### src/pkg/monitor_consts.vh
`ifndef MONITOR_CONSTS_VH
`define MONITOR_CONSTS_VH
// Register indices reached through the pointer.
`define REG_MAIN_CFG      8'h00
`define REG_EVT_STAT_ONE  8'h01
`define REG_EVT_STAT_TWO  8'h02
`define REG_EVT_MASK_ONE  8'h03
`define REG_EVT_MASK_TWO  8'h04
`define REG_FAN_DIV_PIN   8'h05
`define REG_OT_CFG        8'h06
// Power-on values.
`define RST_MAIN_CFG      8'h08
`define RST_EVT_STAT      8'h00
`define RST_EVT_MASK      8'h00
`define RST_FAN_DIV_PIN   8'h14
`define RST_OT_CFG        8'h01
`define RST_POINTER       8'h00
// Configuration bit positions.
`define CFG_START         0
`define CFG_ALERT_EN      1
`define CFG_ALERT_POL     2
`define CFG_QUIET         3
`define CFG_RESET_PULSE   4
`define CFG_INTR_CLEAR    5
`define CFG_GPO           6
`define CFG_RESTORE       7
// Fan divisor register pin-select bits.
`define FDP_RST_EN        7
`define FDP_OT_EN         6
// Timing.
`define PULSE_MS          10
`define CLK_MHZ           200
`define PULSE_CYCLES      (`PULSE_MS * 1000 * `CLK_MHZ)
// Serial bus device address (arbitrary value).
`define DEV_ADDR          7'h28
`endif

### src/core/monitor_config_register_bank.v
`timescale 1ns/1ps
`include "monitor_consts.vh"
module monitor_config_register_bank #(
   parameter PULSE_CYCLES = `PULSE_CYCLES,
   parameter PW           = 21
) (
   input  wire       clk_sys,          // 200 MHz system clock.
   input  wire       rst,              // Asynchronous power-on reset.
   input  wire       scl_in,           // Serial clock pin.
   input  wire       sda_in,           // Serial data pin, input side.
   output reg        sda_oe_q,         // Serial data driven low when high.
   input  wire [7:0] event_in_one,     // Events from scanning, group one.
   input  wire [7:0] event_in_two,     // Events from scanning, group two.
   input  wire       ot_alarm,         // Overtemperature from scanning.
   output reg        monitor_run_q,    // Scanning and comparison allowed.
   output reg        alert_out_q,      // Alert pin level.
   output reg        alert_oe_q,       // Alert pin drive enable.
   output reg        reset_or_overtemp_pin_oe_q, // Drives pin low.
   output reg        intrusion_input_oe_q,       // Pulls intrusion line low.
   output reg        general_output_pin_oe_q,    // Drives general pin low.
   output reg  [7:0] ot_cfg_q          // Overtemperature configuration.
);
   localparam S_IDLE = 3'd0, S_ADDR = 3'd1, S_PTR = 3'd2, S_WDAT = 3'd3;
   localparam S_RDAT = 3'd4, S_ACK = 3'd5, S_RACK = 3'd6, S_SKIP = 3'd7;

   reg [1:0] scl_s_q, sda_s_q;
   reg       scl_p_q, sda_p_q;
   reg [7:0] ptr_q, cfg_q, stat1_q, stat2_q, mask1_q, mask2_q, fdp_q;
   reg [2:0] st_q, nxt_q;
   reg [3:0] bit_q;
   reg [7:0] sh_q;
   wire      scl = scl_s_q[1];
   wire      sda = sda_s_q[1];
   wire      scl_rise = scl & ~scl_p_q;
   wire      scl_fall = ~scl & scl_p_q;
   wire      start_c = scl & scl_p_q & sda_p_q & ~sda;
   wire      stop_c  = scl & scl_p_q & ~sda_p_q & sda;
   wire      rst_busy, ci_busy;
   reg       rst_go_q, ci_go_q;

   function [7:0] read_mux;
      input [7:0] a;
      begin
         if (a == `REG_MAIN_CFG) read_mux = cfg_q;
         else if (a == `REG_EVT_STAT_ONE) read_mux = stat1_q;
         else if (a == `REG_EVT_STAT_TWO) read_mux = stat2_q;
         else if (a == `REG_EVT_MASK_ONE) read_mux = mask1_q;
         else if (a == `REG_EVT_MASK_TWO) read_mux = mask2_q;
         else if (a == `REG_FAN_DIV_PIN) read_mux = fdp_q;
         else if (a == `REG_OT_CFG) read_mux = ot_cfg_q;
         else read_mux = 8'h00;
      end
   endfunction

   // Two flops on each pin before any logic reads it.
   always @(posedge clk_sys or posedge rst) begin
      if (rst) begin
         scl_s_q <= 2'b11;
         sda_s_q <= 2'b11;
         scl_p_q <= 1'b1;
         sda_p_q <= 1'b1;
      end else begin
         scl_s_q <= {scl_s_q[0], scl_in};
         sda_s_q <= {sda_s_q[0], sda_in};
         scl_p_q <= scl;
         sda_p_q <= sda;
      end
   end

   pulse_timer #(.CYCLES(PULSE_CYCLES), .W(PW)) u_rst_timer (
      .clk_sys (clk_sys),
      .rst     (rst),
      .start   (rst_go_q),
      .busy_q  (rst_busy)
   );
   pulse_timer #(.CYCLES(PULSE_CYCLES), .W(PW)) u_ci_timer (
      .clk_sys (clk_sys),
      .rst     (rst),
      .start   (ci_go_q),
      .busy_q  (ci_busy)
   );

   // Bus engine and register file share one process so each register
   // keeps a single driver.
   wire wr_byte = (st_q == S_WDAT) && scl_rise && (bit_q == 4'd7);
   wire [7:0] wdat = {sh_q[6:0], sda};
   wire rd_stat1 = (st_q == S_RDAT) && (bit_q == 4'd0) && scl_fall
                   && (ptr_q == `REG_EVT_STAT_ONE);
   wire rd_stat2 = (st_q == S_RDAT) && (bit_q == 4'd0) && scl_fall
                   && (ptr_q == `REG_EVT_STAT_TWO);

   always @(posedge clk_sys or posedge rst) begin
      if (rst) begin
         st_q     <= S_IDLE;
         nxt_q    <= S_IDLE;
         bit_q    <= 4'd0;
         sh_q     <= 8'h00;
         sda_oe_q <= 1'b0;
         ptr_q    <= `RST_POINTER;
         cfg_q    <= `RST_MAIN_CFG;
         stat1_q  <= `RST_EVT_STAT;
         stat2_q  <= `RST_EVT_STAT;
         mask1_q  <= `RST_EVT_MASK;
         mask2_q  <= `RST_EVT_MASK;
         fdp_q    <= `RST_FAN_DIV_PIN;
         ot_cfg_q <= `RST_OT_CFG;
         rst_go_q <= 1'b0;
         ci_go_q  <= 1'b0;
      end else begin
         rst_go_q <= 1'b0;
         ci_go_q  <= 1'b0;
         // Status: read clears, but a new event in the same cycle wins.
         stat1_q <= (rd_stat1 ? 8'h00 : stat1_q) | event_in_one;
         stat2_q <= (rd_stat2 ? 8'h00 : stat2_q)
                    | (event_in_two & 8'h3f);
         if (start_c) begin
            st_q     <= S_ADDR;
            bit_q    <= 4'd0;
            sda_oe_q <= 1'b0;
         end else if (stop_c) begin
            st_q     <= S_IDLE;
            sda_oe_q <= 1'b0;
         end else begin
            case (st_q)
               S_ADDR, S_PTR, S_WDAT: begin
                  if (scl_rise) begin
                     sh_q  <= wdat;
                     bit_q <= bit_q + 4'd1;
                  end
                  if (scl_fall && bit_q == 4'd8) begin
                     bit_q <= 4'd0;
                     if (st_q == S_ADDR) begin
                        if (sh_q[7:1] == `DEV_ADDR) begin
                           sda_oe_q <= 1'b1;
                           st_q     <= S_ACK;
                           nxt_q    <= sh_q[0] ? S_RDAT : S_PTR;
                        end else begin
                           st_q <= S_SKIP;
                        end
                     end else begin
                        if (st_q == S_PTR) begin
                           ptr_q <= sh_q;
                        end
                        sda_oe_q <= 1'b1;
                        st_q     <= S_ACK;
                        nxt_q    <= S_WDAT;
                     end
                  end
               end
               S_ACK: begin
                  if (scl_fall) begin
                     st_q  <= nxt_q;
                     bit_q <= 4'd0;
                     if (nxt_q == S_RDAT) begin
                        sh_q     <= read_mux(ptr_q);
                        sda_oe_q <= ~read_mux(ptr_q) >> 7 != 8'h00;
                     end else begin
                        sda_oe_q <= 1'b0;
                     end
                  end
               end
               S_RDAT: begin
                  if (scl_fall) begin
                     if (bit_q == 4'd7) begin
                        sda_oe_q <= 1'b0;
                        st_q     <= S_RACK;
                     end else begin
                        sda_oe_q <= ~sh_q[6];
                        sh_q     <= {sh_q[6:0], 1'b0};
                        bit_q    <= bit_q + 4'd1;
                     end
                  end
               end
               S_RACK: begin
                  if (scl_rise) begin
                     st_q  <= sda ? S_SKIP : S_ACK;
                     nxt_q <= S_RDAT;
                  end
               end
               default: begin
                  sda_oe_q <= 1'b0;
               end
            endcase
         end
         // Register writes land on the pointed location.
         if (wr_byte) begin
            if (ptr_q == `REG_MAIN_CFG) begin
               if (wdat[`CFG_RESTORE]) begin
                  cfg_q    <= `RST_MAIN_CFG;
                  stat1_q  <= `RST_EVT_STAT;
                  stat2_q  <= `RST_EVT_STAT;
                  mask1_q  <= `RST_EVT_MASK;
                  mask2_q  <= `RST_EVT_MASK;
                  fdp_q    <= `RST_FAN_DIV_PIN;
                  ot_cfg_q <= `RST_OT_CFG;
               end else begin
                  cfg_q <= {1'b0, wdat[6:0]};
                  // Only honoured when the pin is in reset mode.
                  if (wdat[`CFG_RESET_PULSE] && fdp_q[`FDP_RST_EN]
                      && !fdp_q[`FDP_OT_EN]) begin
                     rst_go_q <= 1'b1;
                  end else begin
                     cfg_q[`CFG_RESET_PULSE] <= 1'b0;
                  end
                  ci_go_q <= wdat[`CFG_INTR_CLEAR];
               end
            end else if (ptr_q == `REG_EVT_MASK_ONE) begin
               mask1_q <= wdat;
            end else if (ptr_q == `REG_EVT_MASK_TWO) begin
               mask2_q <= wdat;
            end else if (ptr_q == `REG_FAN_DIV_PIN) begin
               fdp_q <= wdat;
            end else if (ptr_q == `REG_OT_CFG) begin
               ot_cfg_q <= wdat;
            end
         end else begin
            if (!rst_busy && !rst_go_q) begin
               cfg_q[`CFG_RESET_PULSE] <= 1'b0;
            end
            if (!ci_busy && !ci_go_q) begin
               cfg_q[`CFG_INTR_CLEAR] <= 1'b0;
            end
         end
      end
   end

   // Pin outputs, all registered.
   wire any_evt = |(stat1_q & ~mask1_q) | |(stat2_q & ~mask2_q);
   wire alert_act = cfg_q[`CFG_ALERT_EN] & any_evt
                    & ~cfg_q[`CFG_QUIET];
   wire ot_mode = !fdp_q[`FDP_RST_EN] && fdp_q[`FDP_OT_EN];

   always @(posedge clk_sys or posedge rst) begin
      if (rst) begin
         monitor_run_q              <= 1'b0;
         alert_out_q                <= 1'b0;
         alert_oe_q                 <= 1'b0;
         reset_or_overtemp_pin_oe_q <= 1'b0;
         intrusion_input_oe_q       <= 1'b0;
         general_output_pin_oe_q    <= 1'b0;
      end else begin
         // Quieting overrides start; scanning resumes on its own.
         monitor_run_q <= cfg_q[`CFG_START] & ~cfg_q[`CFG_QUIET];
         // High polarity drives a one; low polarity only sinks.
         alert_out_q <= cfg_q[`CFG_ALERT_POL];
         alert_oe_q  <= alert_act;
         reset_or_overtemp_pin_oe_q <= ~cfg_q[`CFG_QUIET]
            & (rst_busy | (ot_mode & ot_alarm));
         intrusion_input_oe_q    <= ci_busy;
         general_output_pin_oe_q <= ~cfg_q[`CFG_GPO];
      end
   end
endmodule // monitor_config_register_bank

### src/core/pulse_timer.v
`timescale 1ns/1ps
// Holds busy high for a fixed number of cycles after a start pulse.
module pulse_timer #(
   parameter CYCLES = 2000000,
   parameter W      = 21
) (
   input  wire clk_sys, // System clock.
   input  wire rst,     // Asynchronous reset, active high.
   input  wire start,   // Starts a run when idle.
   output reg  busy_q   // High while the run lasts.
);
   reg [W-1:0] cnt_q;

   always @(posedge clk_sys or posedge rst) begin
      if (rst) begin
         cnt_q  <= {W{1'b0}};
         busy_q <= 1'b0;
      end else if (busy_q) begin
         if (cnt_q == CYCLES[W-1:0] - 1'b1) begin
            busy_q <= 1'b0;
            cnt_q  <= {W{1'b0}};
         end else begin
            cnt_q <= cnt_q + 1'b1;
         end
      end else if (start) begin
         busy_q <= 1'b1;
      end
   end
endmodule // pulse_timer

### config.mk
export PLATFORM = sky130hd
export DESIGN_NAME = monitor_config_register_bank
export DESIGN_NICKNAME = d
export VERILOG_FILES = /design/src/core/monitor_config_register_bank.v /design/src/core/pulse_timer.v
export VERILOG_INCLUDE_DIRS = /design/src /design/src/pkg
export SDC_FILE = /design/constraint.sdc
export NUM_CORES = 1
export LEC_CHECK = 0
export CAP_MARGIN = 20
export CELL_PAD_IN_SITES_DETAIL_PLACEMENT = 1
export CELL_PAD_IN_SITES_GLOBAL_PLACEMENT = 1
export CORE_ASPECT_RATIO = 1.25
export CORE_UTILIZATION = 30
export DETAILED_ROUTE_END_ITERATION = 10
export DONT_BUFFER_PORTS = 1
export GPL_TIMING_DRIVEN = 1
export PLACE_DENSITY_LB_ADDON = 0.1
export SKIP_CTS_REPAIR_TIMING = 1
export SLEW_MARGIN = 20
export SYNTH_ARGS = -nofsm -noshare
export SYNTH_HDL_FRONTEND = slang
export SYNTH_SLANG_ARGS = --single-unit
### constraint.sdc
create_clock -name clk_sys -period 4.8 [get_ports clk_sys]
set_input_delay 0.48 -clock clk_sys [delete_from_list [all_inputs] [get_ports clk_sys]]
set_output_delay 0.48 -clock clk_sys [all_outputs]
set_load 0.02 [all_outputs]
==> Yosys cells after proc, flatten, opt, wreduce, memory -nomap -nowiden <==
Cells that the tools add are included.
{ "word_totals": {"latch_bits": 0, "mem_bits_rw": 0, "mem_bits_ro": 0, "in_bits": 21, "out_inout_bits": 15, "regBits": 140, "memories": 0, "word_cells": 251} }
{ "classes": {"n_mul": 0, "n_shift": 0, "mux": 97, "n_div": 0, "n_addsub": 3, "n_lt_le_gt_ge": 0, "n_eq_ne": 43, "n_bitwise": 31, "reduce_logical": 46} }
{ "ops": {"columns": ["op", "count"], "rows": [
  ["2-to-1 mux 8 bit", 40],
  ["adder 21 x 1 -> 21 bit (second input constant)", 2],
  ["== test 21 bit (second input constant)", 2],
  ["2-to-1 mux 21 bit", 2],
  ["2-to-1 mux 3 bit", 13],
  ["AND reduction 6 bit", 5],
  ["2-to-1 mux 4 bit", 7],
  ["2-to-1 mux 1 bit", 25],
  ["== test 8 x 3 -> 1 bit (second input constant)", 3],
  ["inequality test 2 bit (second input constant)", 12],
  ["inequality test 4 bit (second input constant)", 6],
  ["NOT 8 bit", 3],
  ["one-hot mux 8 bit (3 select lines)", 1],
  ["bitwise AND 8 bit", 2],
  ["== test 8 x 2 -> 1 bit (second input constant)", 2],
  ["OR reduction 8 bit", 2],
  ["inequality test 3 bit (second input constant)", 5],
  ["nonzero test 2 bit", 7],
  ["bitwise AND 1 bit", 12],
  ["== test 3 bit (second input constant)", 4],
  ["logical AND 1 bit", 12],
  ["one-hot mux 3 bit (4 select lines)", 1],
  ["one-hot mux 4 bit (3 select lines)", 1],
  ["NOT 1 bit", 10],
  ["other kinds (29)", 41]
]} }

==> Longest topological paths before layout <==
{ "logic_depth": {"depth_word": 19, "mapped_depth": 7, "mapped_depth_nobuf": 7} }

==> Modules after synthesis <==
A second synthesis with hierarchy kept.
{ "hier_totals": {"hier_cells": 661, "hier_area_um2": 7008.0} }
{ "by_module_without_submodules": {"columns": ["mod", "instances", "area_per_inst_um2", "cells_per_inst", "seq_area_each_um2"], "rows": [
  ["monitor_config_register_bank", 1, 4828.4, 457, 2414.8],
  ["pulse_timer at u_rst_timer", 1, 1094.8, 102, 550.5],
  ["pulse_timer at u_ci_timer", 1, 1084.8, 102, 550.5]
]} }

==> Worst setup path after synthesis <==
Ideal clock, no wire load.
{ "synth_timing": {"kind": "reg2reg", "from": "register scl_s_q[1]", "to": "register ot_cfg_q[1]", "n_path_buf": 2, "path_stages_with_launch": 7, "t_required_ns": 4.675, "path_slack_ns": 2.360, "setup_ns": 0.125, "synth_period_minus_slack_ns": 2.440, "arrival_ns": 2.315, "cell_sequence": "dfstp_2 > buf_4 > or3b_1 > or3_4 > or4_4 > buf_6 > mux2_4"} }
{ "synth_via": {"elab_chain_len": 4} }
{ "synth_rtl": {"columns": ["item", "line_no", "source"], "rows": [
  ["start: declaration", "monitor_config_register_bank.v:26", "reg [1:0] scl_s_q, sda_s_q;"],
  ["start signal: assignment", "monitor_config_register_bank.v:63", "scl_s_q <= {scl_s_q[0], scl_in};"],
  ["bitwise AND 1 bit", "monitor_config_register_bank.v:34", "wire scl_rise = scl & ~scl_p_q;"],
  ["logical AND 1 bit (2 in a row)", "monitor_config_register_bank.v:85", "wire wr_byte = (st_q == S_WDAT) && scl_rise && (bit_q == 4'd7);"],
  ["AND reduction 6 bit (no line)", null, null],
  ["end signal: assignment", "monitor_config_register_bank.v:106", "ot_cfg_q <= `RST_OT_CFG;"],
  ["end signal: assignment", "monitor_config_register_bank.v:195", "ot_cfg_q <= `RST_OT_CFG;"],
  ["end signal: assignment", "monitor_config_register_bank.v:214", "ot_cfg_q <= wdat;"],
  ["end: declaration", "monitor_config_register_bank.v:21", "output reg [7:0] ot_cfg_q"]
]} }
Every way passes these cells.
A chain may end at the register's enable or synchronous reset.

==> Worst setup path after layout <==
{ "layout_timing": {"from": "register scl_s_q[1]", "to": "register cfg_q[4]"} }
{ "layout_via": {"elab_chain_len": 5, "word_cells_on_any_way": 7, "cone_classes": "eq/ne: 1; mux: 1; bitwise: 1; reduce/logical: 4"} }
{ "layout_rtl": {"columns": ["item", "line_no", "source"], "rows": [
  ["bitwise AND 1 bit (*)", "monitor_config_register_bank.v:34", null],
  ["logical AND 1 bit (*) (2 in a row)", "monitor_config_register_bank.v:85", null],
  ["inequality test 2 x 1 -> 1 bit (no line) / nonzero test 2 bit (equally long branches)", null, null],
  ["AND reduction 2 bit (no line)", null, null],
  ["end signal: assignment", "monitor_config_register_bank.v:100", "cfg_q <= `RST_MAIN_CFG;"],
  ["end signal: assignment", "monitor_config_register_bank.v:189", "cfg_q <= `RST_MAIN_CFG;"],
  ["end signal: assignment", "monitor_config_register_bank.v:197", "cfg_q <= {1'b0, wdat[6:0]};"],
  ["end: declaration", "monitor_config_register_bank.v:28", "reg [7:0] ptr_q, cfg_q, stat1_q, stat2_q, mask1_q, mask2_q, fdp_q;"]
]} }
Mark *: on every way between the ends. The rest lies on a longest branch, timed or not.

==> reports/summary.txt <==
Final TNS setup: 0 ns
Tcrit/Tclk final: 58.3%
mux cell area share after synthesis: 6.78%
worst setup path class: register to register
final setup vio count: 0
Distinct cells, synth: 69
GRT Residual Overflow: 0
clk buf depth: 2
clock sink total: 140
Routed WL: 19.0 mm
syn_nets: 725
Fin. Hold Viols: 0
Placed Area: 7160 µm²
CTS root buf: clkbuf_16
Final min period: 2.80 ns
vias in the first global route: 5432
Highest Clock Rate: 357 MHz
worst path arrival time: 3.16 ns
Mapped Avg Cell Area: 9.89 µm²
hold slack: 0.0469 ns
initial antenna violation count: 0
Post-Synth Adder-Cell Area: 0.723%
Site Rows: 61
YS warnings: 0
first-pass GRT wire length: 30.9 mm
Synth Area in XOR/XNOR: 4.81%
Synth area leaders: dfrtp_1, dfstp_2, mux2_2
crit path capture type: register
slowest CP cell: dfstp_2
largest area contributor in the netlist: dfrtp_1
Crit path largest cell delay: 0.63 ns
Primary FF master, synth: dfrtp_1
fraction of the mapped netlist area in simple logic gates: 20.1%
maxcap violations: 0
Req. time, crit path: 5.16 ns
asr flop ratio synth: 100%
headroom to the max-slew limit: 32.9%
largest net degree at the start of global routing: 106
Via density: 5.23
Startpoint Class: register
Final nets: 714
post-synthesis compound-gate area fraction: 12.7%
H-tree levels: 4
antenna-violating nets left: 0
drt pass-1 iters: 4
Post-Layout Cell Count: 985
Setup WS pre-CTS: 1.72 ns
core area: 22400 µm²
Die H: 172 µm
CTS tree: done
layout cells sized above 1: 12.5%
# fillers: 2548
Via Count: 5156
TritonCTS buffer count: 17
final worst clock skew: 0.00919 ns
number of flops mapped to enable cells by yosys: 0
slack of the critical path: 2.00 ns
total power: 3.18 mW
clock slew at reported path FFs: 0.06 ns
Seq/Total Area, Yosys: 50.8%
Final Core Density: 34.7%
RSZ-0062 raised after global routing: false
Routability Congestion: 0.779
Die X: 138 µm
fin. max-slew vios: 0
WL per Instance: 19.3 µm
HPWL after DPL: 13.5 mm
initial DRC count: 247
Max FO, Critical Path: 12
DP Cell Count: 952
DRC Markers: 0
Hold Crit Class: input pin to register
largest family of logic cells by synthesized area: simple AND/OR/NAND/NOR gates
cell area after layout: 7780 µm²
Worst Max-Slew Pin Slew: 1.00 ns
CP Cell Sequence: or3b_1, nor3_1, nand3_1, nor4_1, a21o_1
ant diodes: 0
DIE AREA: 23700 µm²
Pwr per Cell Area: 409 nW/µm²
Port Buffers: 0
maximum vdd drop: 0.232 mV
Yosys reg bits: 140
Clk Latency, worst-skew pair: 0.43 ns
Yosys top cell area share: 47.0%
outcome: complete, no violations
IO Count: 36
mapped cell area: 6920 µm²
Post-Synthesis Cells: 700
initial core utilization: 30.8%
P&R area growth vs syn: 12.5%
Leakage: 3.27 nW
GRT Util Overall: 17.4%
layer usage:
metal  up-vias  global-route usage, %  share of wire, %
met5         -                      0                 0
met4         0                   6.47               1.9
met3        26                   3.86               2.8
met2        60                   29.0                50
met1      2624                   21.8                45
li1       2446                      -                 -
cells in the mapped netlist, types with 4 or more instances:
library cell and number:
a211oi_1 5, a21o_1 4, a21oi_1 39, a221oi_1 9, a22oi_1 7, and2_1 5
and3_1 6, and3b_1 4, clkbuf_1 29, dfrtp_1 130, dfstp_2 10, ha_1 4
inv_1 35, mux2_2 23, mux2_4 4, mux2i_1 15, nand2_1 58, nand2b_1 9
nand3_1 28, nand3b_1 5, nand4_1 9, nor2_1 67, nor2b_1 16, nor3_1 14
nor4_1 8, o21ai_0 37, o22ai_1 8, or2_2 5, or3_1 5, or4_1 4
xnor2_1 28, xor2_1 10
final timing paths:
path	start	to	slack (ns)	depth (start not counted)
setup reg to reg	scl_s_q[1]$_DFF_PP1_	cfg_q[4]$_DFFE_PP0P_	2.00	5
min in group asynchronous	rst	u_rst_timer.cnt_q[4]$_DFFE_PP0P_	0.12	1
setup / recovery	scl_s_q[1]$_DFF_PP1_	cfg_q[4]$_DFFE_PP0P_	2.00	5
hold reg to reg	sda_s_q[0]$_DFF_PP1_	sda_s_q[1]$_DFF_PP1_	0.36	0
max in group asynchronous	rst	stat2_q[3]$_DFF_PP0_	3.63	2
hold / removal	sda_in	sda_s_q[0]$_DFF_PP1_	0.05	0
worst max-delay path, delay by kind of cell (launching register included):
kind,cells,cell delay (ns)
AOI/OAI and AO/OA,1,0.13
DFF,1,0.63
and+or+nand+nor,4,1.97
where the power goes:
part / internal, mW / switching (mW) / leakage (nW)
registers: 1.25 / 0.153 / 1.82
logic: 0.163 / 0.225 / 1.16
clock network: 0.830 / 0.560 / 0.290
final cells by class:
class / count / area (µm²) / share of cell area, %
inverter: 35 / 136 / 1.75
tap: 283 / 354 / 4.55
timing repair buffer: 6 / 45.0 / 0.579
clock buffer: 18 / 429 / 5.51
clock inverter: 14 / 185 / 2.38
sequential: 140 / 3520 / 45.2
multi-input combinational: 489 / 3120 / 40.1
layout by cell type (no fill, tap or decap), types with 7 or more instances in the layout:
cell type,synthesis,layout
a21oi_1,39,39
a221oi_1,9,9
a22oi_1,7,7
clkbuf_16,0,17
dfrtp_1,130,130
dfstp_2,10,10
inv_1,35,34
mux2_2,23,23
mux2i_1,15,15
nand2_1,58,58
nand2b_1,9,9
nand3_1,28,28
nand4_1,9,9
nor2_1,67,67
nor2b_1,16,16
nor3_1,14,14
nor4_1,8,8
o21ai_0,37,37
o22ai_1,8,8
xnor2_1,28,28
xor2_1,10,10
cell families after synthesis:
| kind of cell | Yosys count |
|---|---|
| simple gates | 266 |
| flops | 140 |
| compound gates | 139 |
| buf+inv | 71 |
| mux | 42 |
| xor+xnor | 38 |
| fa+ha+maj | 4 |
state kept, by name (all words and copies together) (netlist names), 2 cells and up:
register           count
u_ci_timer.cnt_q      21
u_rst_timer.cnt_q     21
fdp_q                  8
mask1_q                8
mask2_q                8
ot_cfg_q               8
ptr_q                  8
sh_q                   8
stat1_q                8
stat2_q                8
cfg_q                  7
bit_q                  4
nxt_q                  3
st_q                   3
scl_s_q                2
sda_s_q                2
Note: power is estimated with default switching activity, not from simulation.
